`src/hdl/ocp_pkg.sv`:
```
// shared constants for the shunt overcurrent protection pair
// assumes a single 125 MHz clock shared by both ends
package ocp_pkg;
    localparam int CLK_MHZ    = 125;
    localparam int NCH        = 2;
    localparam int CODE_W     = 10;
    localparam int NDRV       = 16;
    localparam int CNT_W      = 16;
    // filter time per filter select code, in ns
    localparam int FILTER_NS [4] = '{1000, 2000, 4000, 8000};
    localparam logic [CNT_W-1:0] FILTER_CYC [4] = '{
        CNT_W'((FILTER_NS[0] * CLK_MHZ + 999) / 1000),
        CNT_W'((FILTER_NS[1] * CLK_MHZ + 999) / 1000),
        CNT_W'((FILTER_NS[2] * CLK_MHZ + 999) / 1000),
        CNT_W'((FILTER_NS[3] * CLK_MHZ + 999) / 1000)};
    // typical gain in V/V per gain code
    localparam logic [7:0] GAIN_VV [4] = '{8'h0A, 8'h14, 8'h28, 8'h50};
    // unidirectional: threshold above half supply, in tenths of supply, per code
    localparam logic [3:0] UNI_TENTHS [4] = '{4'h0, 4'h1, 4'h2, 4'h3};
    // bidirectional: half width in twentieths of supply per code
    localparam logic [3:0] BI_TWENTIETHS [4] = '{4'h2, 4'h4, 4'h5, 4'h6};
    // register byte offsets
    localparam logic [7:0] OFS_CTRL     = 8'h00;
    localparam logic [7:0] OFS_STATUS   = 8'h04;
    localparam logic [7:0] OFS_IRQ_STAT = 8'h08;
    localparam logic [7:0] OFS_IRQ_MASK = 8'h0C;
    localparam logic [7:0] OFS_CLEAR    = 8'h10;
    // control field positions
    localparam int CTL_GAIN   = 0;
    localparam int CTL_HINT   = 4;
    localparam int CTL_THR    = 6;
    localparam int CTL_DIR    = 10;
    localparam int CTL_FILT   = 12;
    localparam int CTL_CAP    = 16;
    localparam int CTL_CUTOFF = 17;
    localparam logic [31:0] CTRL_RESET = 32'h0000_0000;
    // status bit positions; irq register width
    localparam int ST_ANY   = 0;
    localparam int ST_CH1   = 1;
    localparam int ST_CH2   = 2;
    localparam int ST_ERR   = 3;
    localparam int ST_SHUT  = 4;
    localparam int IRQ_W    = 3;
    localparam logic [1:0] RESP_OKAY   = 2'h0;
    localparam logic [1:0] RESP_SLVERR = 2'h2;
endpackage

```
`src/hdl/ocp_link.sv`:
```
// link between the protection device and its host controller
// both ends run on the same clock; no crossing needed
`timescale 1ns/100ps
interface ocp_link;
    import ocp_pkg::*;
    logic [NCH-1:0][1:0] amp_gain_sel;
    logic [NCH-1:0]      shunt_side_hint;
    logic [NCH-1:0][1:0] overcurrent_threshold_sel;
    logic [NCH-1:0]      amp_direction_sel;
    logic [NCH-1:0][1:0] overcurrent_filter_sel;
    logic                output_cap_range_sel;
    logic                overcurrent_cutoff_en;
    logic                clear_status;
    logic                overcurrent_any_flag;
    logic                overcurrent_ch1_flag;
    logic                overcurrent_ch2_flag;
    logic                global_error_flag;
    logic                shutdown_active;

    modport device (
        input  amp_gain_sel, shunt_side_hint, overcurrent_threshold_sel,
        input  amp_direction_sel, overcurrent_filter_sel, output_cap_range_sel,
        input  overcurrent_cutoff_en, clear_status,
        output overcurrent_any_flag, overcurrent_ch1_flag, overcurrent_ch2_flag,
        output global_error_flag, shutdown_active
    );
    modport host (
        output amp_gain_sel, shunt_side_hint, overcurrent_threshold_sel,
        output amp_direction_sel, overcurrent_filter_sel, output_cap_range_sel,
        output overcurrent_cutoff_en, clear_status,
        input  overcurrent_any_flag, overcurrent_ch1_flag, overcurrent_ch2_flag,
        input  global_error_flag, shutdown_active
    );
endinterface

```
`src/hdl/ocp_host.sv`:
```
// host controller: AXI4-Lite register file driving the protection link
// assumes the device end shares clk; flags arrive as same-clock levels
//
// Our own choices: the register addresses and the AXI4-Lite register port.
`timescale 1ns/100ps
module ocp_host
    import ocp_pkg::*;
(
    // clock and reset
    input  wire logic        clk,
    input  wire logic        nrst,
    // AXI4-Lite slave
    input  wire logic [7:0]  s_axi_awaddr,
    input  wire logic        s_axi_awvalid,
    output logic             s_axi_awready,
    input  wire logic [31:0] s_axi_wdata,
    input  wire logic [3:0]  s_axi_wstrb,
    input  wire logic        s_axi_wvalid,
    output logic             s_axi_wready,
    output logic [1:0]       s_axi_bresp,
    output logic             s_axi_bvalid,
    input  wire logic        s_axi_bready,
    input  wire logic [7:0]  s_axi_araddr,
    input  wire logic        s_axi_arvalid,
    output logic             s_axi_arready,
    output logic [31:0]      s_axi_rdata,
    output logic [1:0]       s_axi_rresp,
    output logic             s_axi_rvalid,
    input  wire logic        s_axi_rready,
    // interrupt
    output logic             irq,
    // link to device
    ocp_link.host            lnk
);
    logic [7:0]       aw_addr;
    logic             aw_held;
    logic [31:0]      w_data;
    logic [31:0]      w_mask;
    logic             w_held;
    logic             do_write;
    logic [31:0]      ctrl;
    logic [IRQ_W-1:0] irq_stat;
    logic [IRQ_W-1:0] irq_mask;
    logic [IRQ_W-1:0] ev_now;
    logic [IRQ_W-1:0] ev_prev;
    logic [IRQ_W-1:0] w1c;
    logic             clr_pulse;
    logic [31:0]      status;

    assign s_axi_awready = !aw_held && !s_axi_bvalid;
    assign s_axi_wready  = !w_held && !s_axi_bvalid;
    assign do_write      = aw_held && w_held && !s_axi_bvalid;

    always_ff @(posedge clk or negedge nrst) begin
        if (!nrst) begin
            aw_held <= 1'b0;
            aw_addr <= 8'h00;
            w_held  <= 1'b0;
            w_data  <= 32'h0000_0000;
            w_mask  <= 32'h0000_0000;
        end else begin
            if (s_axi_awvalid && s_axi_awready) begin
                aw_held <= 1'b1;
                aw_addr <= s_axi_awaddr;
            end else if (do_write) begin
                aw_held <= 1'b0;
            end
            if (s_axi_wvalid && s_axi_wready) begin
                w_held <= 1'b1;
                w_data <= s_axi_wdata;
                w_mask <= {{8{s_axi_wstrb[3]}}, {8{s_axi_wstrb[2]}},
                           {8{s_axi_wstrb[1]}}, {8{s_axi_wstrb[0]}}};
            end else if (do_write) begin
                w_held <= 1'b0;
            end
        end
    end

    always_ff @(posedge clk or negedge nrst) begin
        if (!nrst) begin
            s_axi_bvalid <= 1'b0;
            s_axi_bresp  <= RESP_OKAY;
        end else if (do_write) begin
            s_axi_bvalid <= 1'b1;
            s_axi_bresp  <= (aw_addr == OFS_CTRL || aw_addr == OFS_IRQ_STAT ||
                             aw_addr == OFS_IRQ_MASK || aw_addr == OFS_CLEAR)
                            ? RESP_OKAY : RESP_SLVERR;
        end else if (s_axi_bready) begin
            s_axi_bvalid <= 1'b0;
        end
    end

    always_ff @(posedge clk or negedge nrst) begin
        if (!nrst) begin
            ctrl     <= CTRL_RESET;
            irq_mask <= '0;
        end else if (do_write && aw_addr == OFS_CTRL) begin
            ctrl <= (ctrl & ~w_mask) | (w_data & w_mask);
        end else if (do_write && aw_addr == OFS_IRQ_MASK) begin
            irq_mask <= IRQ_W'((irq_mask & ~w_mask[IRQ_W-1:0])
                               | (w_data[IRQ_W-1:0] & w_mask[IRQ_W-1:0]));
        end
    end

    // clearing the device status is a one-cycle strobe on a write of bit 0
    always_ff @(posedge clk or negedge nrst) begin
        if (!nrst) begin
            clr_pulse <= 1'b0;
        end else begin
            clr_pulse <= do_write && aw_addr == OFS_CLEAR && w_mask[0] && w_data[0];
        end
    end

    // rising edges of the ch1, ch2 and shutdown flags; an event beats a same-cycle clear
    assign ev_now = {lnk.shutdown_active, lnk.overcurrent_ch2_flag, lnk.overcurrent_ch1_flag};
    assign w1c = (do_write && aw_addr == OFS_IRQ_STAT)
                 ? (w_data[IRQ_W-1:0] & w_mask[IRQ_W-1:0]) : '0;

    always_ff @(posedge clk or negedge nrst) begin
        if (!nrst) begin
            ev_prev  <= '0;
            irq_stat <= '0;
        end else begin
            ev_prev  <= ev_now;
            irq_stat <= (irq_stat & ~w1c) | (ev_now & ~ev_prev);
        end
    end

    assign irq = |(irq_stat & irq_mask);

    always_comb begin
        status         = 32'h0000_0000;
        status[ST_ANY] = lnk.overcurrent_any_flag;
        status[ST_CH1] = lnk.overcurrent_ch1_flag;
        status[ST_CH2] = lnk.overcurrent_ch2_flag;
        status[ST_ERR] = lnk.global_error_flag;
        status[ST_SHUT]= lnk.shutdown_active;
    end

    assign s_axi_arready = !s_axi_rvalid;

    always_ff @(posedge clk or negedge nrst) begin
        if (!nrst) begin
            s_axi_rvalid <= 1'b0;
            s_axi_rdata  <= 32'h0000_0000;
            s_axi_rresp  <= RESP_OKAY;
        end else if (s_axi_arvalid && s_axi_arready) begin
            s_axi_rvalid <= 1'b1;
            s_axi_rresp  <= RESP_OKAY;
            unique case (s_axi_araddr)
                OFS_CTRL:     s_axi_rdata <= ctrl;
                OFS_STATUS:   s_axi_rdata <= status;
                OFS_IRQ_STAT: s_axi_rdata <= 32'(irq_stat);
                OFS_IRQ_MASK: s_axi_rdata <= 32'(irq_mask);
                OFS_CLEAR:    s_axi_rdata <= 32'h0000_0000;
                default: begin
                    s_axi_rdata <= 32'h0000_0000;
                    s_axi_rresp <= RESP_SLVERR;
                end
            endcase
        end else if (s_axi_rready) begin
            s_axi_rvalid <= 1'b0;
        end
    end

    for (genvar c = 0; c < NCH; c++) begin : g_ctl
        assign lnk.amp_gain_sel[c]              = ctrl[CTL_GAIN + 2*c +: 2];
        assign lnk.shunt_side_hint[c]           = ctrl[CTL_HINT + c];
        assign lnk.overcurrent_threshold_sel[c] = ctrl[CTL_THR + 2*c +: 2];
        assign lnk.amp_direction_sel[c]         = ctrl[CTL_DIR + c];
        assign lnk.overcurrent_filter_sel[c]    = ctrl[CTL_FILT + 2*c +: 2];
    end
    assign lnk.output_cap_range_sel  = ctrl[CTL_CAP];
    assign lnk.overcurrent_cutoff_en = ctrl[CTL_CUTOFF];
    assign lnk.clear_status          = clr_pulse;
endmodule

```
`src/flat_wrapper.sv`:
```
// flat-port wrapper written by rule: the top's interface ports become plain ports
module ocp_host_flat import ocp_pkg::*;
  (clk, nrst, s_axi_awaddr, s_axi_awvalid, s_axi_awready, s_axi_wdata, s_axi_wstrb, s_axi_wvalid, s_axi_wready, s_axi_bresp, s_axi_bvalid, s_axi_bready, s_axi_araddr, s_axi_arvalid, s_axi_arready, s_axi_rdata, s_axi_rresp, s_axi_rvalid, s_axi_rready, irq, lnk_amp_gain_sel, lnk_shunt_side_hint, lnk_overcurrent_threshold_sel, lnk_amp_direction_sel, lnk_overcurrent_filter_sel, lnk_output_cap_range_sel, lnk_overcurrent_cutoff_en, lnk_clear_status, lnk_overcurrent_any_flag, lnk_overcurrent_ch1_flag, lnk_overcurrent_ch2_flag, lnk_global_error_flag, lnk_shutdown_active);
  ocp_link lnk_i ();
  input  wire logic clk;
  input  wire logic nrst;
  input  wire logic [7:0] s_axi_awaddr;
  input  wire logic s_axi_awvalid;
  output logic s_axi_awready;
  input  wire logic [31:0] s_axi_wdata;
  input  wire logic [3:0] s_axi_wstrb;
  input  wire logic s_axi_wvalid;
  output logic s_axi_wready;
  output logic [1:0] s_axi_bresp;
  output logic s_axi_bvalid;
  input  wire logic s_axi_bready;
  input  wire logic [7:0] s_axi_araddr;
  input  wire logic s_axi_arvalid;
  output logic s_axi_arready;
  output logic [31:0] s_axi_rdata;
  output logic [1:0] s_axi_rresp;
  output logic s_axi_rvalid;
  input  wire logic s_axi_rready;
  output logic irq;
  output wire logic [$bits(lnk_i.amp_gain_sel)-1:0] lnk_amp_gain_sel;
  output wire logic [$bits(lnk_i.shunt_side_hint)-1:0] lnk_shunt_side_hint;
  output wire logic [$bits(lnk_i.overcurrent_threshold_sel)-1:0] lnk_overcurrent_threshold_sel;
  output wire logic [$bits(lnk_i.amp_direction_sel)-1:0] lnk_amp_direction_sel;
  output wire logic [$bits(lnk_i.overcurrent_filter_sel)-1:0] lnk_overcurrent_filter_sel;
  output wire logic [$bits(lnk_i.output_cap_range_sel)-1:0] lnk_output_cap_range_sel;
  output wire logic [$bits(lnk_i.overcurrent_cutoff_en)-1:0] lnk_overcurrent_cutoff_en;
  output wire logic [$bits(lnk_i.clear_status)-1:0] lnk_clear_status;
  input wire logic [$bits(lnk_i.overcurrent_any_flag)-1:0] lnk_overcurrent_any_flag;
  input wire logic [$bits(lnk_i.overcurrent_ch1_flag)-1:0] lnk_overcurrent_ch1_flag;
  input wire logic [$bits(lnk_i.overcurrent_ch2_flag)-1:0] lnk_overcurrent_ch2_flag;
  input wire logic [$bits(lnk_i.global_error_flag)-1:0] lnk_global_error_flag;
  input wire logic [$bits(lnk_i.shutdown_active)-1:0] lnk_shutdown_active;
  assign lnk_amp_gain_sel = lnk_i.amp_gain_sel;
  assign lnk_shunt_side_hint = lnk_i.shunt_side_hint;
  assign lnk_overcurrent_threshold_sel = lnk_i.overcurrent_threshold_sel;
  assign lnk_amp_direction_sel = lnk_i.amp_direction_sel;
  assign lnk_overcurrent_filter_sel = lnk_i.overcurrent_filter_sel;
  assign lnk_output_cap_range_sel = lnk_i.output_cap_range_sel;
  assign lnk_overcurrent_cutoff_en = lnk_i.overcurrent_cutoff_en;
  assign lnk_clear_status = lnk_i.clear_status;
  assign lnk_i.overcurrent_any_flag = lnk_overcurrent_any_flag;
  assign lnk_i.overcurrent_ch1_flag = lnk_overcurrent_ch1_flag;
  assign lnk_i.overcurrent_ch2_flag = lnk_overcurrent_ch2_flag;
  assign lnk_i.global_error_flag = lnk_global_error_flag;
  assign lnk_i.shutdown_active = lnk_shutdown_active;
  ocp_host u_core (.clk(clk), .nrst(nrst), .s_axi_awaddr(s_axi_awaddr), .s_axi_awvalid(s_axi_awvalid), .s_axi_awready(s_axi_awready), .s_axi_wdata(s_axi_wdata), .s_axi_wstrb(s_axi_wstrb), .s_axi_wvalid(s_axi_wvalid), .s_axi_wready(s_axi_wready), .s_axi_bresp(s_axi_bresp), .s_axi_bvalid(s_axi_bvalid), .s_axi_bready(s_axi_bready), .s_axi_araddr(s_axi_araddr), .s_axi_arvalid(s_axi_arvalid), .s_axi_arready(s_axi_arready), .s_axi_rdata(s_axi_rdata), .s_axi_rresp(s_axi_rresp), .s_axi_rvalid(s_axi_rvalid), .s_axi_rready(s_axi_rready), .irq(irq), .lnk(lnk_i));
endmodule
```
`config.mk`:
```
export PLATFORM = sky130hd
export DESIGN_NAME = ocp_host_flat
export DESIGN_NICKNAME = d
export VERILOG_FILES = /design/src/hdl/ocp_pkg.sv /design/src/hdl/ocp_link.sv /design/src/hdl/ocp_host.sv /design/src/flat_wrapper.sv
export SDC_FILE = /design/constraint.sdc
export NUM_CORES = 1
export LEC_CHECK = 0
export BUFFER_PORTS_ARGS = -buffer_cell sky130_fd_sc_hd__buf_2
export CAP_MARGIN = 20
export CORE_AREA = 4 4 103 105
export CTS_BUF_LIST = sky130_fd_sc_hd__clkbuf_8 sky130_fd_sc_hd__clkbuf_16
export DETAILED_ROUTE_END_ITERATION = 16
export DIE_AREA = 0 0 107 109
export GPL_TIMING_DRIVEN = 1
export PLACE_DENSITY = 0.79
export SLEW_MARGIN = 20
export SYNTH_ARGS = -nofsm -noshare
export SYNTH_HDL_FRONTEND = slang
export SYNTH_SLANG_ARGS = --single-unit
```
`constraint.sdc`:
```
create_clock -name clk -period 2.5 [get_ports clk]
set_input_delay 0.25 -clock clk [delete_from_list [all_inputs] [get_ports clk]]
set_output_delay 0.25 -clock clk [all_outputs]
set_load 0.01 [all_outputs]
```
==> impl_metrics.ini, run 1 <==
[pwr]
ir_drop_uv = 502
p_leak_nw = 3.43
powerDensity_nw_per_um2 = 982

[cts]
htreeDepth = 4
cts_tree = yes
clock_latency_ns = 0.51
clockBufferDepth = 2
cts_made_buffers = 17
clock_sinks = 124
cts.clk_slew.worst_paths_ns = 0.05
cts-root-buf = clkbuf_8
postCtsSetupBuffers = 0

[critical_path]
worstSetupPathType = reg2reg
path_buf_inv = 0
cp_slowest_cell = or4_4
worstPathCellList = or4_4, nor4_4, mux2_2
reg2reg_depth = 3
cpLargestDelayFamily = simple AND/OR/NAND/NOR gates
crit_arrival_ns = 2.54
r2r_slack_ns = 0.35
crit_required_ns = 2.89
worst_path_largest_cell_delay_ns = 0.63
rr_startpoint = u_core.aw_addr[0]$_DFFE_PN0P_
worst-path-stages = 3
startpoint_type = register
cp-startpoint = u_core.aw_addr[0]$_DFFE_PN0P_
critPathCaptureType = register
crit_fanout = 8

[layout]
nFillCells = 668
n_antenna_cell = 0
fin_nets = 583
multi_input_area_um2 = 1760
utilization = 0.721
syn_to_final_growth_pct = 36.7
final_layout_size_suffix_gt1_frac = 0.479
regArea_um2 = 3100
design_area_um2 = 6950

[timing]
period_share = 0.862
setup_viol = 0
timing.setup.tns_ns = 0
timing.slew.headroom = 0.580
rsz0062_at_grt = no
hold_slack_ns = 0.0465
hold_viol_final = 0
period_minus_slack_ns = 2.15
fin_skew_ns = 0.00878
max_freq_ghz = 0.464
slew_violations = 0
tightestPinTransition_ns = 0.624

[grt]
antenna_found_initial = 0
grtUsageTotal = 0.211
grt_pass1_wl_um = 18800
globalRouteOverflowTotal = 0
grt_pass1_vias = 3680
grt_max_degree = 45

[run_status]
outcome = completed

[yosys]
synth_area_leaders = dfrtp_1, mux2_2, a22o_1
synth.avg_cell_area_um2 = 14.6
synth_area_um2 = 5080
synth_async_sr_flop_share = 1.00
synth.distinct_cells = 45
synth_seq_cells = 124
ys_seq_area_frac = 0.610
yosysTopAreaCell = dfrtp_1
yosysWarnings = 0
yosysTopAreaCellShare = 0.610
synth_top_flop_cell = dfrtp_1
syn_inst = 349
synth_edf_count = 0

[detailed_routing]
wl_per_cell_um = 17.3
dr.first_iter.drc_count = 171
via_per_inst = 5.18
first_pass_iters = 4
drc_errors = 0
num_vias = 3446
wirelength_um = 11500
drtAntennaViolNets = 0

[floorplan]
rows = 36
dieWidth_um = 107
ioPinCount = 125
dieArea_um2 = 11700
fp.dieH_um = 109
start_util = 0.528
core_um2 = 9640

[job]
max_cap_viol_count = 0

[hold_path]
hold_class = in2reg

[placement]
dp_hpwl_um = 7500
io_buffers = 122
gp_congestion = 0.819
place_area_um2 = 5780
-- layout by cell type (no fill, tap or decap), types with 2 or more instances in the layout --
cell type | synthesis | layout
dfrtp_1 | 124 | 124
buf_2 | 1 | 121
mux2_2 | 71 | 71
dlygate4sd3_1 | 0 | 52
a22o_1 | 27 | 27
clkbuf_16 | 0 | 16
nor2_1 | 12 | 12
buf_4 | 18 | 9
mux2_4 | 8 | 8
inv_1 | 6 | 7
mux2i_1 | 6 | 6
nand3_1 | 6 | 6
bufinv_16 | 0 | 5
nor2b_1 | 4 | 4
or3b_2 | 4 | 4
nor4_4 | 4 | 4
clkbuf_8 | 0 | 4
a221o_1 | 3 | 3
o211a_1 | 3 | 3
a211oi_1 | 3 | 3
clkinv_2 | 0 | 3
buf_12 | 0 | 3
or3_1 | 2 | 2
nor3_1 | 2 | 2
o21ai_0 | 2 | 2
a31oi_1 | 2 | 2
nand2_1 | 2 | 2
o31ai_1 | 2 | 2
a21oi_1 | 2 | 2
conb_1 | 1 | 2
clkinvlp_4 | 0 | 2
-- per-stage QoR --
step | power, mW | instances | setup WS, ns
global placement | 4.05 | 581 | 0.380
detailed placement | 4.15 | 581 | 0.327
CTS | 6.88 | 665 | 0.320
finish | 6.83 | 665 | 0.346
global route | 7.15 | 665 | 0.269
floorplan | 3.73 | 350 | 0.416
-- report_power, final --
group          switching [mW]  leakage [nW]  internal (mW)
clock network           0.852         0.318           1.79
registers               0.362          1.59           2.51
logic                   0.558          1.52          0.757
-- layer usage --
layer / global-route usage / vias up / wire length, um
met3: 0.0592 / 17 / 580
li1: - / 1596 / -
met2: 0.369 / 96 / 6060
met1: 0.251 / 1737 / 4720
met5: 0 / - / 0
met4: 0.0731 / 0 / 165
-- cell usage after synthesis, drive strengths merged (3+ instances only) --
library cell	number
a211oi	3
a221o	3
a22o	27
buf	23
clkbuf	12
dfrtp	124
inv	6
mux2	79
mux2i	6
nand3	6
nor2	12
nor2b	4
nor3	3
nor4	5
o211a	3
or3b	4
-- worst reg2reg max path, stage by stage, from the launching register on --
cell and delay [ns]:
dfrtp_1 0.37, or4_4 0.63, nor4_4 0.62, mux2_2 0.41
-- area by class of cell --
| cell class | count | area share |
|---|---|---|
| sequential | 124 | 0.446 |
| multi-input combinational | 185 | 0.253 |
| timing repair buffer | 185 | 0.180 |
| clock buffer | 20 | 0.0655 |
| clock inverter | 12 | 0.0277 |
| tap | 133 | 0.0239 |
| inverter | 6 | 0.00324 |
-- cells by family (layout without fill, tap and decap cells) --
kind of cell | after synthesis | in the layout | synth area share
flip-flops | 124 | 124 | 0.610
buffers and inverters | 41 | 223 | 0.0453
AO/OA/AOI/OAI | 47 | 47 | 0.0770
other | 1 | 2 | 0.000737
AND/OR/NAND/NOR | 51 | 51 | 0.0741
multiplexers | 85 | 85 | 0.193
-- timing repair --
action,CTS,global route
hold buffers,52,0
endpoints found under the hold margin,82,0
resized for setup,0,0
-- worst min-delay path by stage --
stage	from	endpoint	slack [ns]	cells past startpoint
2_1_floorplan	nrst	asynchronous set/reset pin	-0.05	0
3_3_place_gp	nrst	u_core.s_axi_rdata[20]$_DFFE_PN0P_	0.20	1
3_5_place_dp	nrst	u_core.s_axi_rdata[20]$_DFFE_PN0P_	0.21	1
4_1_cts	s_axi_araddr[4]	u_core.s_axi_rresp[1]$_DFFE_PN0P_	0.02	3
5_1_grt	s_axi_awvalid	u_core.aw_held$_DFFE_PN0P_	0.05	3
6_report	s_axi_araddr[4]	u_core.s_axi_rresp[1]$_DFFE_PN0P_	0.05	3
Note: power is estimated with default switching activity, not from simulation.
==> run 2, diff against run 1 <==
--- a/config.mk
+++ b/config.mk
@@ -7,12 +7,12 @@
 export LEC_CHECK = 0
 export BUFFER_PORTS_ARGS = -buffer_cell sky130_fd_sc_hd__buf_2
 export CAP_MARGIN = 20
-export CORE_AREA = 4 4 103 105
+export CORE_AREA = 4 4 123 89
 export CTS_BUF_LIST = sky130_fd_sc_hd__clkbuf_8 sky130_fd_sc_hd__clkbuf_16
 export DETAILED_ROUTE_END_ITERATION = 16
-export DIE_AREA = 0 0 107 109
+export DIE_AREA = 0 0 127 93
 export GPL_TIMING_DRIVEN = 1
-export PLACE_DENSITY = 0.79
+export PLACE_DENSITY = 0.78
 export SLEW_MARGIN = 20
 export SYNTH_ARGS = -nofsm -noshare
 export SYNTH_HDL_FRONTEND = slang
==> run 2 against run 1 <==
Against the previous run:
- power down 1.4%
- clock-buffer cell count decreased by 1
- first-iteration DRC count grew 1.8%
- utilization is 6.0 points lower
- final cell count down 8.6%
- combinational power fell by 9%
- hold slack lost 0.024 ns
- critical path depth is the same
- sequential power about the same
- via count is 4.7% lower
- die area increased by 1.3%
- sequential cell count stayed put
==> impl_metrics.ini, run 2 (synthesis gave the netlist of run 1 again) <==
[run_status]
outcome = completed

[cts]
postCtsSetupBuffers = 0
clock_latency_ns = 0.40
cts_resized = 0
cts-root-buf = clkbuf_16
cts.clk_slew.worst_paths_ns = 0.05
htreeDepth = 4
clockBufferDepth = 2
clock_sinks = 124
cts_tree = yes
cts_made_buffers = 17

[timing]
period_share = 0.856
timing.slew.headroom = 0.599
max_freq_ghz = 0.467
setup_viol = 0
slew_violations = 0
hold_viol_final = 0
tightestPinTransition_ns = 0.596
final.setup.worst_slack_ns = 0.360
period_minus_slack_ns = 2.14
fin_skew_ns = 0.00724
rsz0062_at_grt = no
timing.setup.tns_ns = 0

[layout]
regArea_um2 = 3100
nFillCells = 692
syn_to_final_growth_pct = 26.0
final_common_cell = dfrtp_1
fin_nets = 531
mostFrequentLayoutCells = dfrtp_1, buf_2, mux2_2
multi_input_area_um2 = 1760
n_antenna_cell = 0
fin_cells = 608
final_layout_size_suffix_gt1_frac = 0.527

[grt]
grt_pass1_vias = 3457
grt_pass1_wl_um = 17600
use_met1 = 0.252
grt-busiest-layer = met2
grtUsageTotal = 0.195
grt.met2_usage = 0.310
met3_usage = 0.0656
globalRouteOverflowTotal = 0
grt_max_degree = 72
antenna_found_initial = 0

[floorplan]
start_util = 0.525
dieWidth_um = 127
fp.dieH_um = 93
rows = 30
ioPinCount = 125
dieArea_um2 = 11800
core_um2 = 9680

[detailed_routing]
via_per_inst = 5.40
num_vias = 3285
first_pass_iters = 4
dr.first_iter.drc_count = 174
drc_errors = 0
wirelength_um = 11000
wl_per_cell_um = 18.1
drtAntennaViolNets = 0

[hold_path]
hold_class = in2reg
hp-start = lnk_overcurrent_ch2_flag
min_path_cells = 1
min_to = u_core.ev_prev[1]$_DFF_PN0_

[critical_path]
crit_required_ns = 2.78
r2r_slack_ns = 0.36
crit_arrival_ns = 2.42
critPathCaptureType = register
rr_startpoint = u_core.aw_addr[0]$_DFFE_PN0P_
worstSetupPathType = reg2reg
startpoint_type = register
reg2reg_depth = 3
crit_fanout = 8

[pwr]
powerDensity_nw_per_um2 = 1050
ir_drop_uv = 598
p_leak_nw = 3.20

[placement]
gp_congestion = 0.879
place_inst = 574
dp_hpwl_um = 7460
dp_slack_ns = 0.349
io_buffers = 122

[job]
max_cap_viol_count = 0
[run 2: power by group]
| part | total (mW) | switching (mW) | internal, mW | leakage [nW] |
|---|---|---|---|---|
| registers | 2.88 | 0.375 | 2.51 | 1.59 |
| logic | 1.20 | 0.519 | 0.679 | 1.30 |
| clock network | 2.65 | 0.841 | 1.81 | 0.316 |
[run 2: final cells by class]
cell class	count	area share
inverter	6	0.00352
multi-input combinational	185	0.274
sequential	124	0.484
tap	128	0.0250
clock inverter	13	0.0307
timing repair buffer	133	0.111
clock buffer	19	0.0707
[run 2: worst max path at each step]
stage | slack (ns) | start | end
CTS | 0.33 | u_core.aw_addr[0]$_DFFE_PN0P_ | register
detailed placement | 0.35 | u_core.aw_addr[0]$_DFFE_PN0P_ | register
finish | 0.36 | u_core.aw_addr[0]$_DFFE_PN0P_ | register
global placement | 0.40 | u_core.aw_addr[0]$_DFFE_PN0P_ | register
global route | 0.27 | u_core.aw_addr[0]$_DFFE_PN0P_ | register
floorplan | 0.42 | u_core.aw_addr[0]$_DFFE_PN0P_ | register
[run 2: timing repair]
| item | 4_1_cts | 5_1_grt |
|---|---|---|
| endpoints found under the setup margin | 0 | 0 |
| endpoints found under the hold margin | 20 | 0 |
| hold buffers | 2 | 0 |
[run 2: metrics by stage]
step                cell area (um^2)  hold WS [ns]  total power, mW  utilization
floorplan                       5090       -0.0456             3.73            -
global placement                5740         0.147             4.03        0.592
detailed placement              5740         0.150             4.11        0.592
CTS                             6400       0.00163             6.78        0.661
global route                    6400       0.00351             7.04        0.661
finish                          6400        0.0227             6.73        0.661
[run 2: routing by layer]
| layer | vias up | wire (um) | part of all wire |
|---|---|---|---|
| li1 | 1488 | - | - |
| met4 | 0 | 74 | 0.0067 |
| met1 | 1660 | 5020 | 0.46 |
| met3 | 8 | 806 | 0.073 |
| met5 | - | 0 | 0 |
| met2 | 129 | 5110 | 0.46 |
[run 2: critical path: stages (launching register included)]
cell,delay [ns]
dfrtp_1,0.37
or4_4,0.65
nor4_4,0.59
mux2_2,0.40
==> run 3, diff against run 2 <==
--- a/config.mk
+++ b/config.mk
@@ -13,6 +13,7 @@
 export DIE_AREA = 0 0 127 93
 export GPL_TIMING_DRIVEN = 1
 export PLACE_DENSITY = 0.78
+export RECOVER_POWER = 50
 export SLEW_MARGIN = 20
 export SYNTH_ARGS = -nofsm -noshare
 export SYNTH_HDL_FRONTEND = slang
==> run 3 against run 2 <==
Against the previous run:
- clock skew is 0.0018 ns lower
- register-to-register slack hardly changed
- wire length is essentially flat
- utilization fell by 0.37 points
- final cell count is the same
- clock power about the same
- final area down 0.57%
- combinational power about the same
- sequential share of layout area rose by 0.28 points
- power about the same
- largest cell class unchanged
- highest routed layer unchanged
==> impl_metrics.ini, run 3 (synthesis gave the netlist of run 1 again) <==
[pwr]
ir_drop_uv = 599
p_leak_nw = 3.10
powerDensity_nw_per_um2 = 1060
comb_power_share = 0.177
p_int_mw = 4.99
clock_power_share = 0.394
swShare = 0.258
p_sw_mw = 1.74
p_seq_frac = 0.428

[cts]
cts.clk_slew.worst_paths_ns = 0.05
cts_made_buffers = 17
cts_resized = 0
clock_latency_ns = 0.40
clockBufferDepth = 2
cts-root-buf = clkbuf_16
clock_sinks = 124
htreeDepth = 4
cts_tree = yes

[detailed_routing]
wl_per_cell_um = 18.1
drc_errors = 0
dr.first_iter.drc_count = 197
via_per_inst = 5.38
num_vias = 3271
drtAntennaViolNets = 0
first_pass_iters = 4
wirelength_um = 11000

[layout]
utilization = 0.658
fin_cells = 608
multi_input_area_um2 = 1760
fin_nets = 531
final_layout_size_suffix_gt1_frac = 0.471
n_antenna_cell = 0
mostFrequentLayoutCells = dfrtp_1, buf_2, mux2_2
syn_to_final_growth_pct = 25.2
nFillCells = 712
final_common_cell = dfrtp_1
regArea_um2 = 3100

[critical_path]
crit_required_ns = 2.78
worstSetupPathType = reg2reg
rr_startpoint = u_core.aw_addr[0]$_DFFE_PN0P_
critPathCaptureType = register
r2r_slack_ns = 0.35
reg2reg_depth = 3
crit_arrival_ns = 2.43
cp-startpoint = u_core.aw_addr[0]$_DFFE_PN0P_
startpoint_type = register
crit_fanout = 8

[floorplan]
fp.dieH_um = 93
ioPinCount = 125
dieWidth_um = 127
start_util = 0.525
rows = 30
dieArea_um2 = 11800
core_um2 = 9680

[run_status]
outcome = completed

[hold_path]
hold_class = in2reg
hp-start = s_axi_rready
min_to = u_core.s_axi_rvalid$_DFFE_PN0P_
min_path_cells = 2

[placement]
place_inst = 574
io_buffers = 122
gp_congestion = 0.879
dp_hpwl_um = 7460

[timing]
setup_viol = 0
timing.setup.tns_ns = 0
max_freq_ghz = 0.466
hold_viol_final = 0
period_minus_slack_ns = 2.15
fin_skew_ns = 0.00544
tightestPinTransition_ns = 1.17
period_share = 0.859
rsz0062_at_grt = no
timing.slew.headroom = 0.220
slew_violations = 0

[grt]
grtUsageTotal = 0.195
antenna_found_initial = 0
globalRouteOverflowTotal = 0
grt_pass1_wl_um = 17600
grt_pass1_vias = 3457
grt_max_degree = 72

[job]
max_cap_viol_count = 0
==> run 3: cell types whose count changed in the layout (fill, tap and decap cells not counted), sizes merged <==
| cell | before | now |
|---|---|---|
| buf | 131 | 104 |
| clkbuf | 19 | 46 |
==> run 3: routing by layer <==
| metal | routed length [um] | GRT usage | vias to the layer above | share of wire |
|---|---|---|---|---|
| li1 | - | - | 1491 | - |
| met1 | 4930 | 0.252 | 1647 | 0.45 |
| met2 | 5090 | 0.310 | 122 | 0.46 |
| met3 | 891 | 0.0656 | 11 | 0.081 |
| met4 | 116 | 0.0661 | 0 | 0.011 |
| met5 | 0 | 0 | - | 0 |
==> run 3: critical path: stages (launching register included) <==
cell and delay [ns]:
dfrtp_1 0.37, or4_4 0.65, nor4_4 0.59, mux2_2 0.41
==> run 3: what timing repair did <==
action | in CTS | in global routing
endpoints found under the hold margin | 20 | 0
buffers inserted | 0 | 0
hold buffers | 2 | 0
==> run 3: stage by stage <==
stage	instance area (um^2)	hold WS, ns	worst slack (ns)	power [mW]
floorplan	5090	-0.0456	0.416	3.73
global placement	5740	0.147	0.401	4.03
detailed placement	5740	0.150	0.349	4.11
CTS	6400	0.00163	0.331	6.78
global route	6370	0.0163	0.265	7.04
finish	6370	0.0337	0.352	6.72
==> run 3: how the worst max path moves through the flow <==
stage,cells after the start,endpoint
after floorplan,4,register
after detailed placement,3,register
final,3,register
after CTS,3,register
after global placement,3,register
after global routing,3,register
==> run 3: power by group through the flow <==
stage | clock network (mW) | logic [mW] | registers, mW
after floorplan | 0 | 0.971 | 2.76
after global placement | 0 | 1.16 | 2.87
after detailed placement | 0 | 1.20 | 2.90
after CTS | 2.69 | 1.22 | 2.88
after global routing | 2.79 | 1.30 | 2.95
final | 2.65 | 1.19 | 2.88
==> run 3: cell type report <==
class,count,share of cell area
sequential,124,0.487
inverter,6,0.00354
clock buffer,19,0.0711
timing repair buffer,133,0.106
clock inverter,13,0.0308
multi-input combinational,185,0.276
tap,128,0.0251
